## src/design/cacl_pkg.sv

```systemverilog
package cacl_pkg;

  // Channel count and register geometry
  localparam int NUM_CH = 3;
  localparam int DATA_W = 8;
  localparam int FLAG_W = 4;

  // Register addresses, one entry per channel, channel 0 in the low slot
  localparam logic [NUM_CH-1:0][7:0] ENABLE_ADDR = {8'h11, 8'h09, 8'h01};
  localparam logic [NUM_CH-1:0][7:0] STATUS_ADDR = {8'h12, 8'h0A, 8'h02};
  localparam logic [NUM_CH-1:0][7:0] ALARM_ADDR = {8'h13, 8'h0B, 8'h03};

  // Field positions inside the flag, enable and alarm status registers
  localparam int FIFO_LIMIT_BIT = 3;
  localparam int LOCK_LOST_BIT = 2;
  localparam int SIGNAL_LOST_BIT = 1;
  localparam int DRIVE_MON_BIT = 0;

  // Reset values and the constant upper nibble
  localparam logic [FLAG_W-1:0] FLAG_RESET = 4'h0;
  localparam logic [FLAG_W-1:0] ENABLE_RESET = 4'h0;
  localparam logic [DATA_W-FLAG_W-1:0] UNUSED_BITS = 4'h0;
  localparam logic [DATA_W-1:0] UNMAPPED_DATA = 8'h00;

  // Live alarm levels of one channel, bit 3 down to bit 0
  typedef struct packed {
    logic fifo_limit_alarm;
    logic receive_lock_lost;
    logic receive_signal_lost;
    logic transmit_drive_monitor;
  } cacl_alarm_s;

  // State of one channel latch
  typedef struct packed {
    cacl_alarm_s prev;
    logic [FLAG_W-1:0] flags;
  } cacl_chan_s;

  // State of the register block
  typedef struct packed {
    logic [NUM_CH-1:0][FLAG_W-1:0] enable;
    logic [DATA_W-1:0] rdata;
    logic rvalid;
  } cacl_top_s;

endpackage

```

## src/design/cacl_change_latch.sv

```systemverilog
// Function
// - Bit 3 latches a fifo limit alarm change until the next read.
// - Bit 2 latches a receive lock lost change since the previous read.
// - Bit 1 latches a receive signal lost change since the previous read.
// - A flag read clears its channel's flags, except any enabled change in that same cycle, and returns their values before clearing.
// - Live fifo limit alarm level reads at bit 3 of alarm status.
// - Live receive lock lost level reads at bit 2 of alarm status.
// - Live receive signal lost level reads at bit 1 of alarm status.
// - Bit 0 latches drive monitor changes; live level at alarm status bit 0.
// - Fifo limit change fires on both declaring and clearing the alarm.
// - A change sets its flag only while its enable bit is one.
// - Three channels, flag registers at 0x02, 0x0A and 0x12.
module cacl_change_latch (
  input wire logic ref_clk,
  input wire logic sys_rst,
  input wire cacl_pkg::cacl_alarm_s [cacl_pkg::NUM_CH-1:0] alarm_in,
  input wire logic reg_rd,
  input wire logic reg_wr,
  input wire logic [7:0] reg_addr,
  input wire logic [cacl_pkg::DATA_W-1:0] reg_wdata,
  output logic [cacl_pkg::DATA_W-1:0] reg_rdata,
  output logic reg_rvalid
);

  cacl_pkg::cacl_top_s st_r;
  cacl_pkg::cacl_top_s st_nxt;
  logic [cacl_pkg::NUM_CH-1:0] hit_en;
  logic [cacl_pkg::NUM_CH-1:0] hit_st;
  logic [cacl_pkg::NUM_CH-1:0] hit_al;
  logic [cacl_pkg::NUM_CH-1:0] rd_st;
  logic [cacl_pkg::NUM_CH-1:0][cacl_pkg::FLAG_W-1:0] chan_flags;
  cacl_pkg::cacl_alarm_s [cacl_pkg::NUM_CH-1:0] chan_live;
  // Enabled changes seen this cycle, watched by the checks below
  logic [cacl_pkg::NUM_CH-1:0][cacl_pkg::FLAG_W-1:0] chg_en;

  // Per channel address decode and latch instance
  for (genvar g = 0; g < cacl_pkg::NUM_CH; g++) begin : g_ch
    assign hit_en[g] = (reg_addr == cacl_pkg::ENABLE_ADDR[g]);
    assign hit_st[g] = (reg_addr == cacl_pkg::STATUS_ADDR[g]);
    assign hit_al[g] = (reg_addr == cacl_pkg::ALARM_ADDR[g]);
    assign rd_st[g] = reg_rd && hit_st[g];
    assign chg_en[g] = (alarm_in[g] ^ chan_live[g]) & st_r.enable[g];

    cacl_chan_latch u_chan (
      .ref_clk(ref_clk),
      .sys_rst(sys_rst),
      .alarm_in(alarm_in[g]),
      .enable(st_r.enable[g]),
      .clear_on_read(rd_st[g]),
      .flags(chan_flags[g]),
      .live(chan_live[g])
    );
  end

  // Enable writes and read data mux; unmapped reads return zero
  always_comb begin
    st_nxt = st_r;
    st_nxt.rvalid = reg_rd;
    st_nxt.rdata = cacl_pkg::UNMAPPED_DATA;
    for (int i = 0; i < cacl_pkg::NUM_CH; i++) begin
      if (reg_wr && hit_en[i]) begin
        st_nxt.enable[i] = reg_wdata[cacl_pkg::FLAG_W-1:0];
      end
      if (reg_rd && hit_en[i]) begin
        st_nxt.rdata = {cacl_pkg::UNUSED_BITS, st_r.enable[i]};
      end
      if (rd_st[i]) begin
        st_nxt.rdata = {cacl_pkg::UNUSED_BITS, chan_flags[i]};
      end
      if (reg_rd && hit_al[i]) begin
        st_nxt.rdata = {cacl_pkg::UNUSED_BITS, chan_live[i]};
      end
    end
  end

  // State register
  always_ff @(posedge ref_clk) begin
    if (sys_rst) begin
      st_r <= '0;
    end else begin
      st_r <= st_nxt;
    end
  end

  assign reg_rdata = st_r.rdata;
  assign reg_rvalid = st_r.rvalid;

  // A flag read of channel 0 returns the flags held before the clear
  a_read_pre_clear: assert property (
    @(posedge ref_clk) disable iff (sys_rst)
    (reg_rd && (reg_addr == 8'h02))
    |=> (reg_rdata == {4'h0, $past(chan_flags[0])}))
    else $error("channel 0 read lost flags");

  // Channel 2 flags sit at 0x12 and are cleared by that read
  a_ch2_address: assert property (
    @(posedge ref_clk) disable iff (sys_rst)
    (reg_rd && (reg_addr == 8'h12) && (alarm_in[2] == chan_live[2]))
    |=> ((reg_rdata[3:0] == $past(chan_flags[2])) && (chan_flags[2] == 4'h0)))
    else $error("channel 2 flag register misdecoded");

  // Upper nibble of every answer is zero
  a_upper_zero: assert property (
    @(posedge ref_clk) disable iff (sys_rst)
    reg_rvalid
    |-> (reg_rdata[7:4] == 4'h0))
    else $error("reserved bits not zero");

  // Alarm status of channel 1 shows the live levels
  a_alarm_live: assert property (
    @(posedge ref_clk) disable iff (sys_rst)
    (reg_rd && (reg_addr == 8'h0B))
    |=> (reg_rdata[3:0] == $past(chan_live[1])))
    else $error("alarm status wrong");

  // A read of another channel leaves channel 0 flags alone
  a_other_keeps: assert property (
    @(posedge ref_clk) disable iff (sys_rst)
    (reg_rd && (reg_addr == 8'h0A))
    |=> ((chan_flags[0] & $past(chan_flags[0])) == $past(chan_flags[0])))
    else $error("foreign read cleared flags");

  // An enable write lands in the enable register
  a_enable_write: assert property (
    @(posedge ref_clk) disable iff (sys_rst)
    (reg_wr && (reg_addr == 8'h01))
    |=> (st_r.enable[0] == $past(reg_wdata[3:0])))
    else $error("enable write lost");

  // Read answer strobes exactly one cycle after each read
  a_rvalid_timing: assert property (
    @(posedge ref_clk) disable iff (sys_rst)
    !$past(sys_rst)
    |-> (reg_rvalid == $past(reg_rd)))
    else $error("read answer timing wrong");

  // Reads of address zero, which holds no register, answer zero
  a_unmapped_zero: assert property (
    @(posedge ref_clk) disable iff (sys_rst)
    (reg_rd && (reg_addr == 8'h00))
    |=> (reg_rdata == 8'h00))
    else $error("unmapped read not zero");

  // Between answers the read data rests at zero
  a_idle_data_zero: assert property (
    @(posedge ref_clk) disable iff (sys_rst)
    !reg_rvalid
    |-> (reg_rdata == 8'h00))
    else $error("read data not idle");

  // Reset leaves no answer, no enable and no flag behind
  a_reset_state: assert property (
    @(posedge ref_clk)
    sys_rst |=> ((reg_rvalid == 1'b0) && (reg_rdata == 8'h00)
    && (st_r.enable == '0) && (chan_flags == '0)))
    else $error("state not cleared by reset");

  // Reads of an address that no register decodes answer zero
  a_unmapped_any: assert property (
    @(posedge ref_clk) disable iff (sys_rst)
    (reg_rd && !(|{hit_en, hit_st, hit_al}))
    |=> (reg_rdata == 8'h00))
    else $error("undecoded read not zero");

  // Per channel checks of the three register kinds
  for (genvar g = 0; g < cacl_pkg::NUM_CH; g++) begin : g_chk
    // A flag read returns the flags held before the clear
    a_flag_read_data: assert property (
      @(posedge ref_clk) disable iff (sys_rst)
      rd_st[g]
      |=> (reg_rdata == {cacl_pkg::UNUSED_BITS, $past(chan_flags[g])}))
      else $error("flag read data wrong");

    // A flag read with no enabled change leaves every flag clear
    a_flag_read_clear: assert property (
      @(posedge ref_clk) disable iff (sys_rst)
      (rd_st[g] && (chg_en[g] == 4'h0))
      |=> (chan_flags[g] == 4'h0))
      else $error("flag read did not clear");

    // An enabled change in the clearing cycle stays latched
    a_read_set_wins: assert property (
      @(posedge ref_clk) disable iff (sys_rst)
      (rd_st[g] && (chg_en[g] != 4'h0))
      |=> ((chan_flags[g] & $past(chg_en[g])) == $past(chg_en[g])))
      else $error("change lost in clearing read");

    // Alarm status reads show the live levels in bits 3 to 0
    a_alarm_read_data: assert property (
      @(posedge ref_clk) disable iff (sys_rst)
      (reg_rd && hit_al[g])
      |=> (reg_rdata == {cacl_pkg::UNUSED_BITS, $past(chan_live[g])}))
      else $error("alarm status read wrong");

    // Enable reads return the enable bits
    a_enable_read_data: assert property (
      @(posedge ref_clk) disable iff (sys_rst)
      (reg_rd && hit_en[g])
      |=> (reg_rdata == {cacl_pkg::UNUSED_BITS, $past(st_r.enable[g])}))
      else $error("enable read wrong");

    // An enable write lands at the next edge
    a_enable_write_lands: assert property (
      @(posedge ref_clk) disable iff (sys_rst)
      (reg_wr && hit_en[g])
      |=> (st_r.enable[g] == $past(reg_wdata[3:0])))
      else $error("enable write not taken");

    // Enables change only by a write to their own address
    a_enable_holds: assert property (
      @(posedge ref_clk) disable iff (sys_rst)
      !(reg_wr && hit_en[g])
      |=> $stable(st_r.enable[g]))
      else $error("enable changed without write");

    // Without a flag read no set flag drops
    a_no_read_keeps: assert property (
      @(posedge ref_clk) disable iff (sys_rst)
      !rd_st[g]
      |=> ((chan_flags[g] & $past(chan_flags[g])) == $past(chan_flags[g])))
      else $error("flag dropped without its read");
  end

endmodule

```

## src/design/cacl_chan_latch.sv

```systemverilog
// One channel: edge detection of the four alarm levels and clear-on-read flags
module cacl_chan_latch (
  input wire logic ref_clk,
  input wire logic sys_rst,
  input wire cacl_pkg::cacl_alarm_s alarm_in,
  input wire logic [cacl_pkg::FLAG_W-1:0] enable,
  input wire logic clear_on_read,
  output logic [cacl_pkg::FLAG_W-1:0] flags,
  output cacl_pkg::cacl_alarm_s live
);

  cacl_pkg::cacl_chan_s st_r;
  cacl_pkg::cacl_chan_s st_nxt;
  logic [cacl_pkg::FLAG_W-1:0] evt;

  // Any edge of an enabled level is an event; set wins over the read clear
  always_comb begin
    st_nxt = st_r;
    evt = (alarm_in ^ st_r.prev) & enable;
    st_nxt.prev = alarm_in;
    if (clear_on_read) begin
      st_nxt.flags = cacl_pkg::FLAG_RESET;
    end
    st_nxt.flags = st_nxt.flags | evt;
  end

  // State register
  always_ff @(posedge ref_clk) begin
    if (sys_rst) begin
      st_r <= '0;
    end else begin
      st_r <= st_nxt;
    end
  end

  assign flags = st_r.flags;
  assign live = st_r.prev;

  // An enabled change is latched at the next edge, even during a clearing read
  a_change_sets_flag: assert property (@(posedge ref_clk) disable iff (sys_rst)
    (evt != 4'h0) |=> ((flags & $past(evt)) == $past(evt)))
    else $error("enabled change not latched");

  // A read with no event leaves all flags clear
  a_read_clears_all: assert property (@(posedge ref_clk) disable iff (sys_rst)
    (clear_on_read && (evt == 4'h0)) |=> (flags == 4'h0))
    else $error("flags not cleared by read");

  // Without a read a set flag stays set
  a_flag_holds: assert property (@(posedge ref_clk) disable iff (sys_rst)
    !clear_on_read |=> ((flags & $past(flags)) == $past(flags)))
    else $error("flag dropped without read");

  // A disabled or absent change never raises a flag
  a_masked_stays: assert property (@(posedge ref_clk) disable iff (sys_rst)
    (!clear_on_read && (((alarm_in ^ live) & enable) == 4'h0)) |=> $stable(flags))
    else $error("flag set without enabled change");

  // Live alarm view follows the input with one cycle of delay
  a_live_follows: assert property (@(posedge ref_clk) disable iff (sys_rst)
    !$past(sys_rst) |-> (live == $past(alarm_in)))
    else $error("live alarm view wrong");

endmodule

```

## config.mk

```make
export PLATFORM = sky130hd
export DESIGN_NAME = cacl_change_latch
export DESIGN_NICKNAME = d
export VERILOG_FILES = /design/src/design/cacl_pkg.sv /design/src/design/cacl_change_latch.sv /design/src/design/cacl_chan_latch.sv
export SDC_FILE = /design/constraint.sdc
export NUM_CORES = 1
export LEC_CHECK = 0
export BUFFER_PORTS_ARGS = -buffer_cell sky130_fd_sc_hd__buf_2
export CORE_ASPECT_RATIO = 0.8
export CORE_MARGIN = 3
export CORE_UTILIZATION = 55
export DETAILED_ROUTE_END_ITERATION = 8
export GPL_TIMING_DRIVEN = 0
export PLACE_DENSITY_LB_ADDON = 0.05
export SLEW_MARGIN = 10
export SYNTH_ARGS = -nofsm -noshare
export SYNTH_HDL_FRONTEND = slang
export SYNTH_SLANG_ARGS = --single-unit
```

## constraint.sdc

```tcl
create_clock -name ref_clk -period 2.5 [get_ports ref_clk]
set_input_delay 0.25 -clock ref_clk [delete_from_list [all_inputs] [get_ports ref_clk]]
set_output_delay 0.25 -clock ref_clk [all_outputs]
set_load 0.02 [all_outputs]
```

**Yosys cells after proc, flatten, opt, wreduce, memory -nomap -nowiden**

Cells that the tools add are included.

- Register bits after elaboration: 45
- Latch bits: 0
- RAM bits: 0
- Memory bits (read-only): 0
- Bits of input ports: 32
- Word-level logic and storage cells: 64
- Memories: 0

- Add/subtract/negate cells: 0
- Multipliers: 0
- Div/mod/pow operators: 0
- Order comparisons: 0
- Equal/unequal tests: 9
- Shifts and indexed selects: 0
- Mux-type cells: 12
- Bitwise gates (word level): 9
- Reduce and logical (&&, ||, !) cells: 13

Operators by type and width:

| kind | number |
|---|---|
| $mux 4 | 12 |
| $eq 8x4->1 const B | 3 |
| $eq 8x5->1 const B | 3 |
| $eq 8x2->1 const B | 2 |
| $and 4x4->4 | 3 |
| $logic_and 1x1->1 | 12 |
| $or 4x4->4 | 3 |
| $xor 4x4->4 | 3 |
| $reduce_or 9->1 | 1 |
| $eq 8x1->1 const B | 1 |

**Logic depth before layout (Yosys ltp)**

- Word-level depth: 11
- Depth in mapped cells: 6
- Mapped depth without buffers: 4

**Cells and area by module**

A second synthesis with hierarchy kept.

- Cell total of the unflattened synthesis: 213
- Area total of the unflattened synthesis: 1994.4 sq um

Modules (own cells, without submodules):

| module | instances | cells each | area each (sq um) | seq. area each (sq um) |
|---|---|---|---|---|
| cacl_change_latch | 1 | 126 | 1063.5 | 340.3 |
| cacl_chan_latch | 3 | 29 | 310.3 | 160.2 |

**Least setup slack after synthesis**

Ideal clock, no wire load.

- Path kind: input -> register
- Start: input port reg_addr[7]
- End: register st_r[17] (netlist bit)
- Arrival time: 1546 ps
- Data required time: 2372 ps
- Slack: 826 ps
- Stages on the path: 5
- Buffers on the path: 1
- Cell sequence: or4b_4 -> or4_1 -> buf_2 -> mux2i_1 -> nor2_1

- Longest elaborated chain between the ends: 2

Ends and longest elaborated chain:

| element | line | text |
|---|---|---|
| start, declared | cacl_change_latch.sv:19 | `input wire logic [7:0] reg_addr,` |
| $eq 8x5->1 | cacl_change_latch.sv:38 | `assign hit_en[g] = (reg_addr == cacl_pkg::ENABLE_ADDR[g]);` |
| $logic_and 1x1->1 | cacl_change_latch.sv:61 | `if (reg_wr && hit_en[i]) begin` |
| end signal, assigned | cacl_change_latch.sv:81 | `st_r <= st_nxt;` |
| end, declared | cacl_change_latch.sv:25 | `cacl_pkg::cacl_top_s st_r;` |

Every way passes these cells.
A chain may end at the register's enable or synchronous reset.

**Final worst setup path**

- Start: input port reg_addr[3]
- End: register g_ch[1].u_chan.st_r (netlist bit g_ch[1].u_chan.flags[2])

- Longest elaborated chain between the ends: 4

Ends and longest elaborated chain:

| element | line | text |
|---|---|---|
| $eq 8x4->1 | cacl_change_latch.sv:39 | `assign hit_st[g] = (reg_addr == cacl_pkg::STATUS_ADDR[g]);` |
| $logic_and 1x1->1 | cacl_change_latch.sv:41 | `assign rd_st[g] = reg_rd && hit_st[g];` |
| $mux 4 | cacl_chan_latch.sv:21 | `if (clear_on_read) begin` |
| $or 4x4->4 | cacl_chan_latch.sv:24 | `st_nxt.flags = st_nxt.flags \| evt;` |
| end signal, assigned | cacl_chan_latch.sv:32 | `st_r <= st_nxt;` |
| end, declared | cacl_chan_latch.sv:12 | `cacl_pkg::cacl_chan_s st_r;` |

Every way passes these cells.

==> impl_results.md <==
* Status: completed
* Min Hold Slack at approximately 0.18 ns
* Global-route wire length before repair at just over 7000 µm
* Final Power at about 1.2 mW
* Fin crit period at between 1.5 and 2 ns
* Relative slew slack at between 60% and 70%
* Detailed Route Iter0 Violations at between 150 and 200
* Leak Pwr at 0.909 nW
* Setup crit start kind: input pin
* Critical Path AT at roughly 1.9 ns
* Worst-Skew Late Latency at around 0.29 ns
* Root Driver: clkbuf_8
* H-tree levels at 2
* Via count at ~1,600
* Main area contributors after synthesis: dfxtp_1 (43%), mux2i_1 (7.9%), nor2_1 (5.8%)
* Unrepaired setup endpoints after global routing: false
* # clock sinks at slightly above 40
* Antenna-violating nets left at 0
* Worst setup margin at 0.782 ns
* Max Fclk at just under 600 MHz
* CP startpoint: reg_addr[3]
* Hold WC Path Type: input pin to flip-flop
* Least-Margin Pin Slew at about 0.56 ns
* Fin nets at roughly 270
* Setup violators final at 0
* Initial Utilization at between 50% and 60%
* Post_cts resized at 0
* Max-cap violation count at 0
* DR vias/cell at 5.68
* Yosys top cell area share at between 40 and 50%
* Count of final hold-check violations at 0
* Largest net degree at the start of global routing at 12
* TNS Setup at 0 ns
* Yosys top cell by area: dfxtp_1
* Clock Tree Buf Depth at 2
* Sequential share of the synthesized area at ~43%
* Initial antenna violation count at 0
* Total GRT Usage at between 20% and 30%
* Per-cell routed wire length at 15.9 µm
* Ant diodes at 0
* Die Span Y at 58.5 µm
* Post-DP Area at roughly 2100 µm²
* Final period util at ~70%
* CTS tree: built
* Vias in the first global route at roughly 1,500
* Dpl ws at around 0.56 ns
* Mapped Cells at roughly 200
* Critical setup path kind: input pin to flip-flop
* Count of pins over their slew limit at 0
* Critical Path Fanout Max at 10
* Worst EP required at 2.66 ns
* NetSw at about 300 µW
* HPWL after DPL at between 3000 and 4000 µm
* Seq cells post-synth at 41
* Overflow after GRT at 0
* Hold Buf Count CTS at 0
* Post-Syn Area at between 1500 and 2000 µm²
* Clock network power share at between 30% and 40%
* Most frequent cells in the layout: dfxtp_1 (41), buf_2 (35), nor2_1 (29)
* Layout cells sized above 1 at a little under a quarter
* Worst hold path startpoint: reg_rd
* Clock Skew at ~0.0034 ns
* Syn Area/Cell at 9.60 µm²
* Design area at between 2000 and 2500 µm²
* Drt first pass iters at 4
* Placer Congestion at just under 0.9
* Total CTS buffers at 5
* Die Area at approximately 4200 µm²
* CORE AREA at around 3200 µm²
* Internal power component at about 940 µW
* Number of fill cells at between 200 and 300
* Proportion of power drawn by combinational gates at a little over a tenth
* R2r startpoint: g_ch[0].u_chan.flags[1]$_SDFF_PP0_
* I/O Buffers at 32
* Setup Buffers After CTS at 0
* CP Capture Type: flip-flop
* Switching part of the total at about a quarter
* Synth cell types at 36
* DIE WIDTH at between 70 and 80 µm
* VDD IR max at between 400 and 500 µV
* Row count at 18
* Sequential power share at a little over half
* I/O pin cnt at 41
* Area Growth Syn to Fin at 16.3%
* Worst-path clk slew at ~0.070 ns
* YS warnings at 0
* Post-Route WL at roughly 4400 µm
* Pwr dens at roughly 560 nW/µm²
* DRC at 0
* Most common cell after layout, fill and taps aside: dfxtp_1
==> worst max-delay path: stages <==
cell and delay, ns:
buf_2 0.12, clkbuf_1 0.36, nand3b_1 0.21, or4b_1 0.64
a22oi_1 0.25, nor2_1 0.06
==> layer usage <==
layer,GRT usage [%],part of all wire (%)
met1,30.2,44
met2,35.1,46
met3,6.14,9.3
met4,7.24,1.1
met5,0,0
==> metrics by stage <==
| step | instances | utilization [%] |
|---|---|---|
| 6_report | 279 | 68.8 |
| 2_1_floorplan | 200 | - |
| 3_3_place_gp | 272 | 66.1 |
| 4_1_cts | 279 | 68.8 |
| 5_1_grt | 279 | 68.8 |
| 3_5_place_dp | 272 | 66.1 |
==> logic make-up (layout without fill, tap and decap cells) <==
| family | after synthesis | count (layout) | synth area share [%] |
|---|---|---|---|
| AND/OR/NAND/NOR | 69 | 69 | 22.0 |
| flip-flops | 41 | 41 | 43.4 |
| AO/OA/AOI/OAI | 38 | 38 | 13.8 |
| multiplexers | 20 | 20 | 10.9 |
| buffers and inverters | 16 | 55 | 4.17 |
| XOR/XNOR | 12 | 12 | 5.56 |
| other | 1 | 4 | 0.198 |
==> worst paths after layout <==
path	depth (start not counted)	slack (ns)	endpoint
worst max-delay path	6	0.78	g_ch[1].u_chan.flags[2]$_SDFF_PP0_
worst min-delay path	2	0.18	reg_rvalid$_SDFF_PP0_
worst max register to register	4	1.16	reg_rdata[1]$_SDFF_PP0_
worst min register to register	2	0.51	g_ch[0].u_chan.flags[0]$_SDFF_PP0_
==> synth_stat cells <==
| cell type | count |
|---|---|
| buf_1 | 1 |
| inv_1 | 2 |
| o21ai_0 | 6 |
| or4_1 | 1 |
| mux2_2 | 5 |
| nand2_1 | 4 |
| o21ai_1 | 1 |
| mux2i_1 | 15 |
| or4b_1 | 1 |
| nand2b_1 | 3 |
| or4b_4 | 1 |
| buf_4 | 4 |
| conb_1 | 1 |
| nor2b_1 | 15 |
| a31oi_1 | 1 |
| a22oi_1 | 14 |
| or2_2 | 2 |
| or4bb_1 | 2 |
| nor2_1 | 29 |
| a21oi_1 | 5 |
| nor4b_2 | 1 |
| clkbuf_1 | 6 |
| a211oi_1 | 3 |
| nand3b_1 | 3 |
| dfxtp_1 | 41 |
| xor2_1 | 12 |
| o311a_1 | 1 |
| o22ai_1 | 1 |
| a2bb2oi_1 | 1 |
| a22o_1 | 3 |
| nor4_4 | 2 |
| o32ai_1 | 1 |
| buf_2 | 3 |
| nand3_1 | 3 |
| nor4b_1 | 2 |
| o211ai_1 | 1 |
==> flip-flops by register name, indices dropped and copies added (netlist names) <==
signal and count:
g_ch.u_chan.live 12, reg_rdata 4, g_ch.u_chan.flags 12, st_r 12, reg_rvalid 1
==> power by group through the flow <==
stage                     sequential [mW]  clock (mW)  combinational (mW)
after floorplan                     0.687           0              0.0773
after global placement              0.687           0               0.130
after detailed placement            0.688           0               0.132
after CTS                           0.672       0.431               0.132
after global routing                0.673       0.464               0.146
final                               0.673       0.429               0.135
==> area by class of cell <==
| cell class | instances | area [µm²] | area share, % |
|---|---|---|---|
| Buffer | 14 | 71.3 | 3.24 |
| Clock buffer | 7 | 86.3 | 3.92 |
| Inverter | 2 | 7.51 | 0.341 |
| Multi-Input combinational cell | 143 | 1000 | 45.6 |
| Sequential cell | 41 | 821 | 37.3 |
| Tap cell | 40 | 50.0 | 2.28 |
| Timing Repair Buffer | 32 | 160 | 7.28 |
No activity file was read; power rests on OpenSTA's default activity.
